### src/sit_pkg.sv
// package: register map, field layout, rates and bus carrier of the interval timer
// Notes on behaviour
// - 16-bit counter; byte writes load it live
// - select bit picks system or instruction clock
// - two-bit field divides by 1, 2, 4, 8
// - prescaler hidden; counter byte write clears it
// - FFFFh wraps to 0000h, sets overflow flag
// - request needs run, enable, peripheral, global bits
// - flag stays set until software clears it
// - internal clocks only; frozen, never wakes, in sleep
// - run bit low stops count, clears gate
// - system clock, 1:1 gives four counts per instruction
// - control bits 7:6, 3:2 read zero, ignore writes
package sit_pkg;

    // ************************************************************
    // rates
    // ************************************************************
    localparam int unsigned CORE_CLK_HZ = 25_000_000;
    localparam int unsigned SYS_CLK_HZ  = 8_000_000;
    localparam int unsigned INST_DIV    = 4;

    // ************************************************************
    // register offsets
    // ************************************************************
    localparam int          ADDR_W      = 4;
    localparam logic [3:0]  ADDR_CNT_LO = 4'h0;
    localparam logic [3:0]  ADDR_CNT_HI = 4'h1;
    localparam logic [3:0]  ADDR_CTRL   = 4'h2;
    localparam logic [3:0]  ADDR_PFLAG  = 4'h3;
    localparam logic [3:0]  ADDR_PEN    = 4'h4;
    localparam logic [3:0]  ADDR_CORE   = 4'h5;

    // ************************************************************
    // field positions and reset values
    // ************************************************************
    localparam int          CTRL_RUN_BIT  = 0;
    localparam int          CTRL_CSEL_BIT = 1;
    localparam int          CTRL_DIV_LSB  = 4;
    localparam int          OVF_BIT       = 0;
    localparam int          PERIPHERAL_IRQ_ENABLE_BIT      = 6;
    localparam int          GIE_BIT       = 7;
    localparam logic [15:0] CNT_MAX       = 16'hFFFF;
    localparam logic [15:0] CNT_RST       = 16'h0000;
    localparam logic [7:0]  BYTE_ZERO     = 8'h00;

    // ************************************************************
    // carriers
    // ************************************************************
    typedef struct packed {
        logic [1:0] div;
        logic       clk_sel;
        logic       run;
    } sit_ctrl_s;

    localparam sit_ctrl_s CTRL_RST = '{div: 2'h0, clk_sel: 1'b0, run: 1'b0};

    typedef struct packed {
        logic [ADDR_W-1:0] addr;
        logic [7:0]        wdata;
        logic              wr;
        logic              rd;
    } sit_bus_s;

endpackage

### src/sit_core.sv
// sixteen-bit interval timer with register port and overflow interrupt
//
// The implementer's own choices: the placing of the registers and the plain strobed port.
`timescale 1ns/1ps
module sit_core
    import sit_pkg::*;
(
    input  wire logic        i_core_clk,  // core clock, 25 MHz
    input  wire logic        i_resetn,    // synchronous reset, active low
    input  wire logic        i_sleep,     // device in sleep
    input  wire sit_bus_s    i_bus,       // register request
    output logic [7:0]       o_rdata,     // read data, cycle after read strobe
    output logic             o_irq,       // overflow interrupt request, level
    output logic [15:0]      o_count      // live counter value
);

    // ************************************************************
    // state
    // ************************************************************
    sit_ctrl_s   ctrl_r;
    logic [15:0] cnt_r;
    logic [2:0]  pre_r;
    logic        gate_r;
    logic        flag_r;
    logic        ie_r;
    logic        peripheral_irq_enable_r;
    logic        gie_r;
    logic        irq_r;
    logic [7:0]  rdata_r;

    logic        sys_tick;
    logic        inst_tick;
    logic        sel_tick;
    logic [2:0]  div_mask;
    logic        pre_hit;
    logic        src_en;
    logic        cnt_inc;
    logic        wrap;
    logic        wr_lo;
    logic        wr_hi;
    logic        wr_cnt;
    logic        wr_ctrl;
    logic        wr_flag;
    logic        wr_pen;
    logic        wr_core;
    logic [7:0]  rd_val;

    // ************************************************************
    // clock source ticks
    // ************************************************************
    sit_tick #(
        .CORE_HZ     (CORE_CLK_HZ),
        .SYS_HZ      (SYS_CLK_HZ)
    ) u_tick (
        .i_core_clk  (i_core_clk),
        .i_resetn    (i_resetn),
        .i_freeze    (i_sleep),
        .o_sys_tick  (sys_tick),
        .o_inst_tick (inst_tick)
    );

    // ************************************************************
    // register decode
    // ************************************************************
    assign wr_lo   = i_bus.wr && i_bus.addr == ADDR_CNT_LO;
    assign wr_hi   = i_bus.wr && i_bus.addr == ADDR_CNT_HI;
    assign wr_cnt  = wr_lo || wr_hi;
    assign wr_ctrl = i_bus.wr && i_bus.addr == ADDR_CTRL;
    assign wr_flag = i_bus.wr && i_bus.addr == ADDR_PFLAG;
    assign wr_pen  = i_bus.wr && i_bus.addr == ADDR_PEN;
    assign wr_core = i_bus.wr && i_bus.addr == ADDR_CORE;

    // ************************************************************
    // source select and prescaler
    // ************************************************************
    assign sel_tick = ctrl_r.clk_sel ? sys_tick : inst_tick;

    always_comb
    begin
        case (ctrl_r.div)
            2'h0:    div_mask = 3'h0;
            2'h1:    div_mask = 3'h1;
            2'h2:    div_mask = 3'h3;
            2'h3:    div_mask = 3'h7;
            default: div_mask = 3'h0;
        endcase
    end

    // sleep is also checked here so a tick issued just before it cannot count
    assign src_en  = ctrl_r.run && gate_r && sel_tick && !i_sleep;
    assign pre_hit = (pre_r & div_mask) == div_mask;
    assign cnt_inc = src_en && pre_hit;
    assign wrap    = cnt_inc && !wr_cnt && cnt_r == CNT_MAX;

    always_ff @(posedge i_core_clk)
    begin
        if (!i_resetn)
            pre_r <= 3'h0;
        else if (wr_cnt || !ctrl_r.run)
            pre_r <= 3'h0;
        else if (src_en)
            pre_r <= pre_r + 3'h1;
    end

    always_ff @(posedge i_core_clk)
    begin
        if (!i_resetn)
            gate_r <= 1'b0;
        else
            gate_r <= ctrl_r.run;
    end

    // ************************************************************
    // counter
    // ************************************************************
    always_ff @(posedge i_core_clk)
    begin
        if (!i_resetn)
            cnt_r <= CNT_RST;
        else if (wr_lo)
            cnt_r <= {cnt_r[15:8], i_bus.wdata};
        else if (wr_hi)
            cnt_r <= {i_bus.wdata, cnt_r[7:0]};
        else if (cnt_inc)
            cnt_r <= cnt_r + 16'h1;
    end

    // ************************************************************
    // control and interrupt registers
    // ************************************************************
    always_ff @(posedge i_core_clk)
    begin
        if (!i_resetn)
            ctrl_r <= CTRL_RST;
        else if (wr_ctrl)
        begin
            // unimplemented bits are simply not stored
            ctrl_r.run     <= i_bus.wdata[CTRL_RUN_BIT];
            ctrl_r.clk_sel <= i_bus.wdata[CTRL_CSEL_BIT];
            ctrl_r.div     <= i_bus.wdata[CTRL_DIV_LSB +: 2];
        end
    end

    // a wrap in the clearing cycle keeps the flag set
    always_ff @(posedge i_core_clk)
    begin
        if (!i_resetn)
            flag_r <= 1'b0;
        else if (wrap)
            flag_r <= 1'b1;
        else if (wr_flag && i_bus.wdata[OVF_BIT])
            flag_r <= 1'b0;
    end

    always_ff @(posedge i_core_clk)
    begin
        if (!i_resetn)
        begin
            ie_r   <= 1'b0;
            peripheral_irq_enable_r <= 1'b0;
            gie_r  <= 1'b0;
        end
        else
        begin
            if (wr_pen)
                ie_r <= i_bus.wdata[OVF_BIT];
            if (wr_core)
            begin
                peripheral_irq_enable_r <= i_bus.wdata[PERIPHERAL_IRQ_ENABLE_BIT];
                gie_r  <= i_bus.wdata[GIE_BIT];
            end
        end
    end

    always_ff @(posedge i_core_clk)
    begin
        if (!i_resetn)
            irq_r <= 1'b0;
        else
            irq_r <= flag_r && ie_r && peripheral_irq_enable_r && gie_r && ctrl_r.run;
    end

    // ************************************************************
    // read port
    // ************************************************************
    always_comb
    begin
        rd_val = BYTE_ZERO;
        case (i_bus.addr)
            ADDR_CNT_LO: rd_val = cnt_r[7:0];
            ADDR_CNT_HI: rd_val = cnt_r[15:8];
            ADDR_CTRL:
            begin
                rd_val[CTRL_RUN_BIT]       = ctrl_r.run;
                rd_val[CTRL_CSEL_BIT]      = ctrl_r.clk_sel;
                rd_val[CTRL_DIV_LSB +: 2]  = ctrl_r.div;
            end
            ADDR_PFLAG:  rd_val[OVF_BIT]  = flag_r;
            ADDR_PEN:    rd_val[OVF_BIT]  = ie_r;
            ADDR_CORE:
            begin
                rd_val[PERIPHERAL_IRQ_ENABLE_BIT] = peripheral_irq_enable_r;
                rd_val[GIE_BIT]  = gie_r;
            end
            default:     rd_val = BYTE_ZERO;
        endcase
    end

    always_ff @(posedge i_core_clk)
    begin
        if (!i_resetn)
            rdata_r <= BYTE_ZERO;
        else if (i_bus.rd)
            rdata_r <= rd_val;
        else
            rdata_r <= BYTE_ZERO;
    end

    assign o_rdata = rdata_r;
    assign o_irq   = irq_r;
    assign o_count = cnt_r;
endmodule

### src/sit_tick.sv
// system and instruction clock ticks derived from the core clock
`timescale 1ns/1ps
module sit_tick
    import sit_pkg::*;
#(
    parameter int unsigned CORE_HZ = CORE_CLK_HZ,
    parameter int unsigned SYS_HZ  = SYS_CLK_HZ
)(
    input  wire logic i_core_clk,  // core clock
    input  wire logic i_resetn,    // synchronous reset, active low
    input  wire logic i_freeze,    // sleep: no ticks
    output logic      o_sys_tick,  // one pulse per system clock
    output logic      o_inst_tick  // one pulse per instruction clock
);
    if (SYS_HZ == 0 || SYS_HZ > CORE_HZ)
    begin : g_chk
        $error("system clock rate must lie between 1 and the core rate");
    end

    localparam logic [31:0] STEP = 32'(SYS_HZ);
    localparam logic [31:0] WRAP = 32'(CORE_HZ);
    localparam logic [1:0]  PH_LAST = 2'(INST_DIV - 1);

    logic [31:0] acc_r;
    logic [1:0]  ph_r;

    // ************************************************************
    // fractional phase accumulator
    // ************************************************************
    always_ff @(posedge i_core_clk)
    begin
        if (!i_resetn)
        begin
            acc_r       <= 32'h0;
            ph_r        <= 2'h0;
            o_sys_tick  <= 1'b0;
            o_inst_tick <= 1'b0;
        end
        else if (i_freeze)
        begin
            o_sys_tick  <= 1'b0;
            o_inst_tick <= 1'b0;
        end
        else if (acc_r + STEP >= WRAP)
        begin
            acc_r       <= acc_r + STEP - WRAP;
            ph_r        <= ph_r + 2'h1;
            o_sys_tick  <= 1'b1;
            o_inst_tick <= (ph_r == PH_LAST);
        end
        else
        begin
            acc_r       <= acc_r + STEP;
            o_sys_tick  <= 1'b0;
            o_inst_tick <= 1'b0;
        end
    end

    // ************************************************************
    // checks
    // ************************************************************
    logic [2:0] hcnt_r;
    always_ff @(posedge i_core_clk)
    begin
        // starts at one so the first quarter after reset counts like the others
        if (!i_resetn)
            hcnt_r <= 3'h1;
        else if (o_inst_tick)
            hcnt_r <= 3'h1;
        else if (o_sys_tick)
            hcnt_r <= hcnt_r + 3'h1;
    end
endmodule

### config.mk
export PLATFORM = sky130hd
export DESIGN_NAME = sit_core
export DESIGN_NICKNAME = d
export VERILOG_FILES = /design/src/sit_pkg.sv /design/src/sit_core.sv /design/src/sit_tick.sv
export SDC_FILE = /design/constraint.sdc
export NUM_CORES = 1
export LEC_CHECK = 0
export CAP_MARGIN = 20
export CORE_AREA = 5 5 94 96
export CTS_CLUSTER_SIZE = 40
export DETAILED_ROUTE_END_ITERATION = 12
export DIE_AREA = 0 0 99 101
export DONT_BUFFER_PORTS = 1
export PLACE_DENSITY = 0.8
export SETUP_SLACK_MARGIN = 0.15
export SLEW_MARGIN = 0
export SYNTH_ARGS = -nofsm -noshare
export SYNTH_HDL_FRONTEND = slang
export SYNTH_SLANG_ARGS = --single-unit
### constraint.sdc
create_clock -name i_core_clk -period 3 [get_ports i_core_clk]
set_input_delay 0.9 -clock i_core_clk [delete_from_list [all_inputs] [get_ports i_core_clk]]
set_output_delay 0.9 -clock i_core_clk [all_outputs]
set_load 0.005 [all_outputs]
==> flow_summary_export.csv, run 1 <==
group,metric,value,unit
power,clkPwrFrac,14.4,%
critical_path,path_max_fanout,8,
critical_path,required,3.27,ns
global_route,grt_pass1_wl,20780,um
status,violations,"setup timing",
sta,hold_ws,0.4868,ns
floorplan,dieArea,9999,um2
route,dr_total_vias,4499,
floorplan,start_util,55.25,%
route,wl_per_cell,17.68,um
global_route,grt_pass1_vias,4464,
critical_path,path_class,"reg -> reg",
floorplan,coreArea,7969,um2
global_route,grt_use_total,25.11,%
synthesis,synth_flop_cell,"dfxtp_1",
status,status,"finished with violations",
layout,multi_input_area,3119,um2
placement,globalplace.congestion,0.9296,
layout,register_area,1349,um2
power,p_seq_share,22.1,%
sta,max-slew-margin-rel,61.95,%
power,leakagePower,2.124,nW
synthesis,synth_edf_count,0,
cts,cts_tree,"done",
synthesis,yosysSeqAreaShare,30.46,%
floorplan,die_w,99,um
power,powerDensity,960.1,nW/um2
sta,drv_slew,0,
critical_path,start_kind,"register",
cts,clock_latency,0.34,ns
layout,area_delta_synth_final,26.14,%
synthesis,synth_area_leaders,"dfxtp_1 30%, nor2_1 4.8%, xnor2_1 4.8%",
power,ir_worst_vdd,0.4754,mV
hold_path,hp-class,"reg -> reg",
synthesis,yosysWarnings,0,
placement,port_buffers,0,
cts,cts_buffers,9,
placement,dp.final_hpwl,9199,um
sta,finalSetupViolCount,10,
placement,post-place-ws,-0.1283,ns
layout,nNetsFinal,643,
synthesis,synth_cell_types,72,
sta,fin_crit,3.090,ns
cts,clock-sinks,67,
power,power.internal,0.003143,W
cts,cts.htree.levels,3,
cts,clk_pin_slew_worst_paths,0.08,ns
sta,fin_skew,0.01221,ns
route,viasPerCell,6.163,
power,p_switching,0.002190,W
synthesis,yosysTopAreaCellShare,30.46,%
layout,fin_area,5554,um2
global_route,grt_start_max_net_pins,32,
synthesis,synthTopCellsByCount,"67 x dfxtp_1, 56 x nor2_1, 49 x nand2_1, 36 x a21oi_1, 26 x nand3_1",
route,drt-initial-drc-count,314,
synthesis,syn_inst,550,
power,p_comb_share,63.4,%
synthesis,ys_seq_elements,67,
route,dr.pass1.iters,5,
sta,rsz0062_at_grt,"true",
floorplan,io_pins,42,
floorplan,row_count,33,
synthesis,synthesis.nets,573,
synthesis,yosys.area.top_type,"dfxtp_1",
synthesis,syn-cell-area,4403,um2
sta,finalCritPeriodShare,103.0,%
placement,dpl_cell_area,5026,um2
power,netSwitchingFraction,41.07,%
floorplan,fp.dieH,101,um
synthesis,synth.most_common_cell,"dfxtp_1",
layout,n_fill_cell,607,
synthesis,async_flop_share,0,%
sta,fin_ws,-0.09038,ns
route,drt-total-wl,12910,um
layout,drive_above_1_share,27.52,%
sta,hold_violations,0,
route,antenna_left,0,
global_route,antenna_found_initial,0,
sta,max_freq,0.3236,GHz
cts,root_buffer,"clkbuf_8",
layout,antenna_cells,0,
sta,tightest_slew,0.5694,ns
power,power,0.005332,W
cts,clock_path_buffers,2,
synthesis,postSynthAreaPerCell,8.005,um2
route,drc,0,
job,maxCapViolations,0,
global_route,grt-ovfl-total,0,
critical_path,crit_path_end_kind,"register",
critical_path,crit_arrival,3.36,ns
==> path summary, 6_finish.rpt <==
path | from | endpoint | slack [ns] | cells after the start
max reg2reg | u_tick.acc_r[19]$_SDFFE_PN0N_ | u_tick.acc_r[17]$_SDFFE_PN0N_ | -0.09 | 11
min | ctrl_r[2]$_SDFFE_PN0P_ | ctrl_r[2]$_SDFFE_PN0P_ | 0.49 | 2
min reg2reg | ctrl_r[2]$_SDFFE_PN0P_ | ctrl_r[2]$_SDFFE_PN0P_ | 0.49 | 2
max | u_tick.acc_r[19]$_SDFFE_PN0N_ | u_tick.acc_r[17]$_SDFFE_PN0N_ | -0.09 | 11
==> area by class of cell <==
class                           count  area share [%]
Inverter                           15           1.014
Sequential cell                    67           24.28
Clock buffer                       11           2.929
Clock inverter                      5          0.7434
Multi-Input combinational cell    438           56.16
Tap cell                          105           2.365
Timing Repair Buffer               89           12.50
==> through the flow <==
stage	utilization [%]	cells	TNS (ns)
global route	69.70	730	-1.607
global placement	63.07	701	-0.04949
detailed placement	63.07	701	-1.099
CTS	66.46	720	-0.06933
floorplan	-	550	-0.02809
finish	69.70	730	-0.4145
==> power groups by stage <==
stage               Sequential, W  Combinational (W)  Clock [W]
CTS                       0.00117            0.00282   0.000785
detailed placement        0.00119            0.00268          0
floorplan                 0.00118            0.00182          0
finish                    0.00118            0.00338   0.000769
global route              0.00120            0.00362   0.000818
global placement          0.00118            0.00262          0
==> placed cells by master, fill, tap and decap left out, types with 8 or more instances in the layout <==
cell type,netlist,final
a211oi_1,16,13
dfxtp_1,67,63
inv_1,14,14
clkbuf_8,0,10
and3_1,12,8
and2_1,10,9
o21ai_0,20,16
buf_4,4,82
nor3_1,12,12
nand2b_1,11,11
nand4_1,14,14
mux2i_1,20,20
nand3_1,26,25
xor2_1,12,11
nor2_1,56,53
a21oi_1,36,30
xnor2_1,24,22
nand2_1,49,49
==> cell families after synthesis <==
family          synth area share (%)
compound gates                 21.29
xor+xnor                       7.161
fa+ha+maj                      1.705
buf+inv                        4.632
flops                          30.46
mux                            6.166
simple gates                   28.59
==> routing by layer <==
layer / GRT usage, % / wire length, um / share of wire, %
met3: 6.367 / 762 / 5.9
met4: 9.139 / 439 / 3.4
met2: 44.47 / 6425 / 50
met1: 29.24 / 5281 / 41
met5: 0 / 0 / 0
==> worst max-delay path, cell delays in order (launching register included) <==
cell and delay, ns:
dfxtp_1 0.32, or4_4 0.55, o21ai_0 0.29, o211ai_1 0.18
buf_4 0.18, o2111ai_4 0.07, o211ai_2 0.13, a211o_4 0.37
buf_6 0.15, and3_4 0.17, or4_4 0.49, a21oi_2 0.12
==> registers in the layout (all words and copies together) (netlist names) <==
name                     cells
ctrl_r                       4
gate_r                       1
u_tick.o_sys_tick            1
u_tick.ph_r                  2
ie_r                         1
pre_r                        3
flag_r                       1
o_irq                        1
gie_r                        1
o_rdata                      8
o_count                     16
u_tick.o_inst_tick           1
u_tick.acc_r                26
peripheral_irq_enable_r      1
==> timing repair <==
action / CTS / global route
hold buffers: 0 / 0
pin swaps: 8 / 22
setup endpoints to repair: 30 / 30
gates resized for setup: 12 / 41
gates cloned: 0 / 1
setup buffers: 3 / 9
Power figures use the tool's default switching activity.
==> inputs of run 2 (changes only) <==
--- a/config.mk
+++ b/config.mk
@@ -5,7 +5,7 @@
 export SDC_FILE = /design/constraint.sdc
 export NUM_CORES = 1
 export LEC_CHECK = 0
-export CAP_MARGIN = 20
+export CAP_MARGIN = 40
 export CORE_AREA = 5 5 94 96
 export CTS_CLUSTER_SIZE = 40
 export DETAILED_ROUTE_END_ITERATION = 12
@@ -17,3 +17,4 @@
 export SYNTH_ARGS = -nofsm -noshare
 export SYNTH_HDL_FRONTEND = slang
 export SYNTH_SLANG_ARGS = --single-unit
+export TNS_END_PERCENT = 5
==> run 2 against run 1 <==
Against the previous run:
- the run still ends with setup timing left
- clock-buffer cell count fell by 2
- first-iteration DRC count rose by 9.9%
- largest power group unchanged
- hold slack got worse by 0.0078 ns
- sequential power barely moved
- critical path depth fell by 1
- non-clock buffer count rose by 9
==> flow_summary_export.csv, run 2 (synthesis gave the netlist of run 1 again) <==
group,metric,value,unit
power,powerDensity,949.5,nW/um2
critical_path,path_max_fanout,6,
route,dr_total_vias,4673,
floorplan,io_pins,42,
floorplan,fp.dieH,101,um
layout,largest_reg_flops,26,
layout,area_delta_synth_final,26.14,%
sta,max-slew-margin-rel,51.42,%
placement,dpl_cell_area,5002,um2
global_route,antenna_found_initial,0,
sta,rsz0062_at_grt,"true",
status,status,"finished with violations",
critical_path,crit_chain,"or4_4 -> or3_4 -> o211ai_1 -> buf_4 -> a22oi_2 -> a211o_4 -> clkbuf_4 -> and3_4 -> or4_1 -> a21oi_1",
power,ir_worst_vdd,0.3907,mV
layout,final_cell_mix,"91 x buf_4, 62 x dfxtp_1, 55 x nor2_1, 48 x nand2_1, 28 x a21oi_1",
route,drc,0,
route,drt-total-wl,13210,um
global_route,grt_pass1_wl,20960,um
power,leakagePower,2.139,nW
sta,fin_ws,-0.1430,ns
placement,port_buffers,0,
cts,cts.htree.levels,3,
layout,antenna_cells,0,
cts,clk_pin_slew_worst_paths,0.09,ns
cts,clock_latency,0.35,ns
route,met3RoutedLength,952,um
floorplan,coreArea,7969,um2
route,antenna_left,0,
critical_path,crit_arrival,3.43,ns
floorplan,row_count,33,
hold_path,hp-class,"reg -> reg",
route,wl_per_cell,17.90,um
critical_path,crit_path_end_kind,"register",
sta,max_freq,0.3182,GHz
sta,drv_slew,0,
cts,root_buffer,"clkbuf_8",
route,met2WireLength,6510,um
layout,register_area,1350,um2
layout,layout_commonest_cell,"buf_4",
route,drt-initial-drc-count,345,
placement,globalplace.congestion,0.9545,
layout,fin_area,5554,um2
placement,dp.final_hpwl,9139,um
global_route,grt_pass1_vias,4472,
cts,cts_tree,"done",
critical_path,cpPeakStageDelay,0.56,ns
cts,clock-sinks,67,
global_route,grt_start_max_net_pins,32,
layout,drive_above_1_share,28.28,%
sta,fin_skew,0.01452,ns
floorplan,start_util,55.25,%
global_route,grt_use_total,25.58,%
sta,tightest_slew,0.7231,ns
critical_path,r2r_slack,-0.14,ns
route,wl_met1,5320,um
sta,hold_ws,0.4789,ns
route,top_layer,"met4",
job,maxCapViolations,0,
critical_path,critPathSlowestCell,"or4_4",
cts,cts_hold_buf,0,
sta,finalSetupViolCount,15,
floorplan,die_w,99,um
route,viasPerCell,6.332,
sta,finalCritPeriodShare,104.8,%
critical_path,path_class,"reg -> reg",
layout,top_register,"u_tick.acc_r",
route,dr.pass1.iters,5,
layout,multi_input_area,3043,um2
cts,clock_path_buffers,2,
critical_path,start_kind,"register",
cts,cts_buffers,9,
critical_path,required,3.29,ns
layout,nNetsFinal,652,
sta,fin_crit,3.143,ns
sta,hold_violations,0,
status,violations,"setup timing",
global_route,grt-ovfl-total,0,
floorplan,dieArea,9999,um2
layout,n_fill_cell,616,
-- run 2: changes by cell type in the layout (fill, tap and decap cells not counted), moves of 2 or more --
cell	delta
bufinv_16	+2
a21oi_2	+2
nor2_2	-2
a31o_4	-3
o21ai_0	+2
buf_4	+9
inv_6	-2
a21oi_1	-2
nor2_1	+2
a31o_2	+3
-- run 2: final cells by class --
cell class              instances  share of cell area [%]
multi-input cells             438                   54.79
flip-flops and latches         67                   24.31
inverters                      15                   1.014
well taps                     105                   2.365
repair buffers                 98                   13.65
clock buffers                   9                   2.230
clock inverters                 6                   1.645
-- run 2: timing repair --
action                     in CTS  in global routing
resized for setup              13                 37
setup endpoints to repair      29                 30
gates cloned                    0                  1
setup buffers                   9                 11
pin swaps                      12                 19
-- run 2: final timing paths --
path                                                    start                             to  cells past startpoint
worst max-delay path            u_tick.acc_r[19]$_SDFFE_PN0N_  u_tick.acc_r[23]$_SDFFE_PN0N_                     10
worst max register to register  u_tick.acc_r[19]$_SDFFE_PN0N_  u_tick.acc_r[23]$_SDFFE_PN0N_                     10
worst min-delay path                   ctrl_r[2]$_SDFFE_PN0P_         ctrl_r[2]$_SDFFE_PN0P_                      2
worst min register to register         ctrl_r[2]$_SDFFE_PN0P_         ctrl_r[2]$_SDFFE_PN0P_                      2
-- run 2: metrics by stage --
| stage | cells | utilization [%] | total power, W | setup slack, ns | TNS [ns] |
|---|---|---|---|---|---|
| after floorplan | 550 | - | 0.002941 | -0.01655 | -0.03425 |
| after global placement | 702 | 62.77 | 0.003713 | -0.2476 | -3.254 |
| after detailed placement | 702 | 62.77 | 0.003785 | -0.2709 | -3.923 |
| after CTS | 726 | 66.84 | 0.004812 | -0.1138 | -0.6149 |
| after global routing | 738 | 69.70 | 0.005573 | -0.2206 | -3.194 |
| final | 738 | 69.70 | 0.005274 | -0.1430 | -1.062 |
-- run 2: worst max-delay path: cells and delay by family, from the launching register on --
kind | cells | cell delay (ns)
AOI/OAI and AO/OA | 4 | 0.91
buffers and inverters | 2 | 0.36
DFF | 1 | 0.32
and+or+nand+nor | 4 | 1.49
-- run 2: per-layer routing --
| metal | up-vias | GRT usage [%] |
|---|---|---|
| met3 | 41 | 6.159 |
| met1 | 2232 | 30.50 |
| met5 | - | 0 |
| met4 | 0 | 12.92 |
| met2 | 226 | 42.87 |
| li1 | 2174 | - |
-- run 2: power breakdown --
group | switching [W] | leakage (nW) | internal (W)
sequential | 0.000138 | 0.548 | 0.00104
clock | 0.000381 | 0.0975 | 0.000465
combinational | 0.00159 | 1.49 | 0.00166
total | 0.00211 | 2.14 | 0.00316
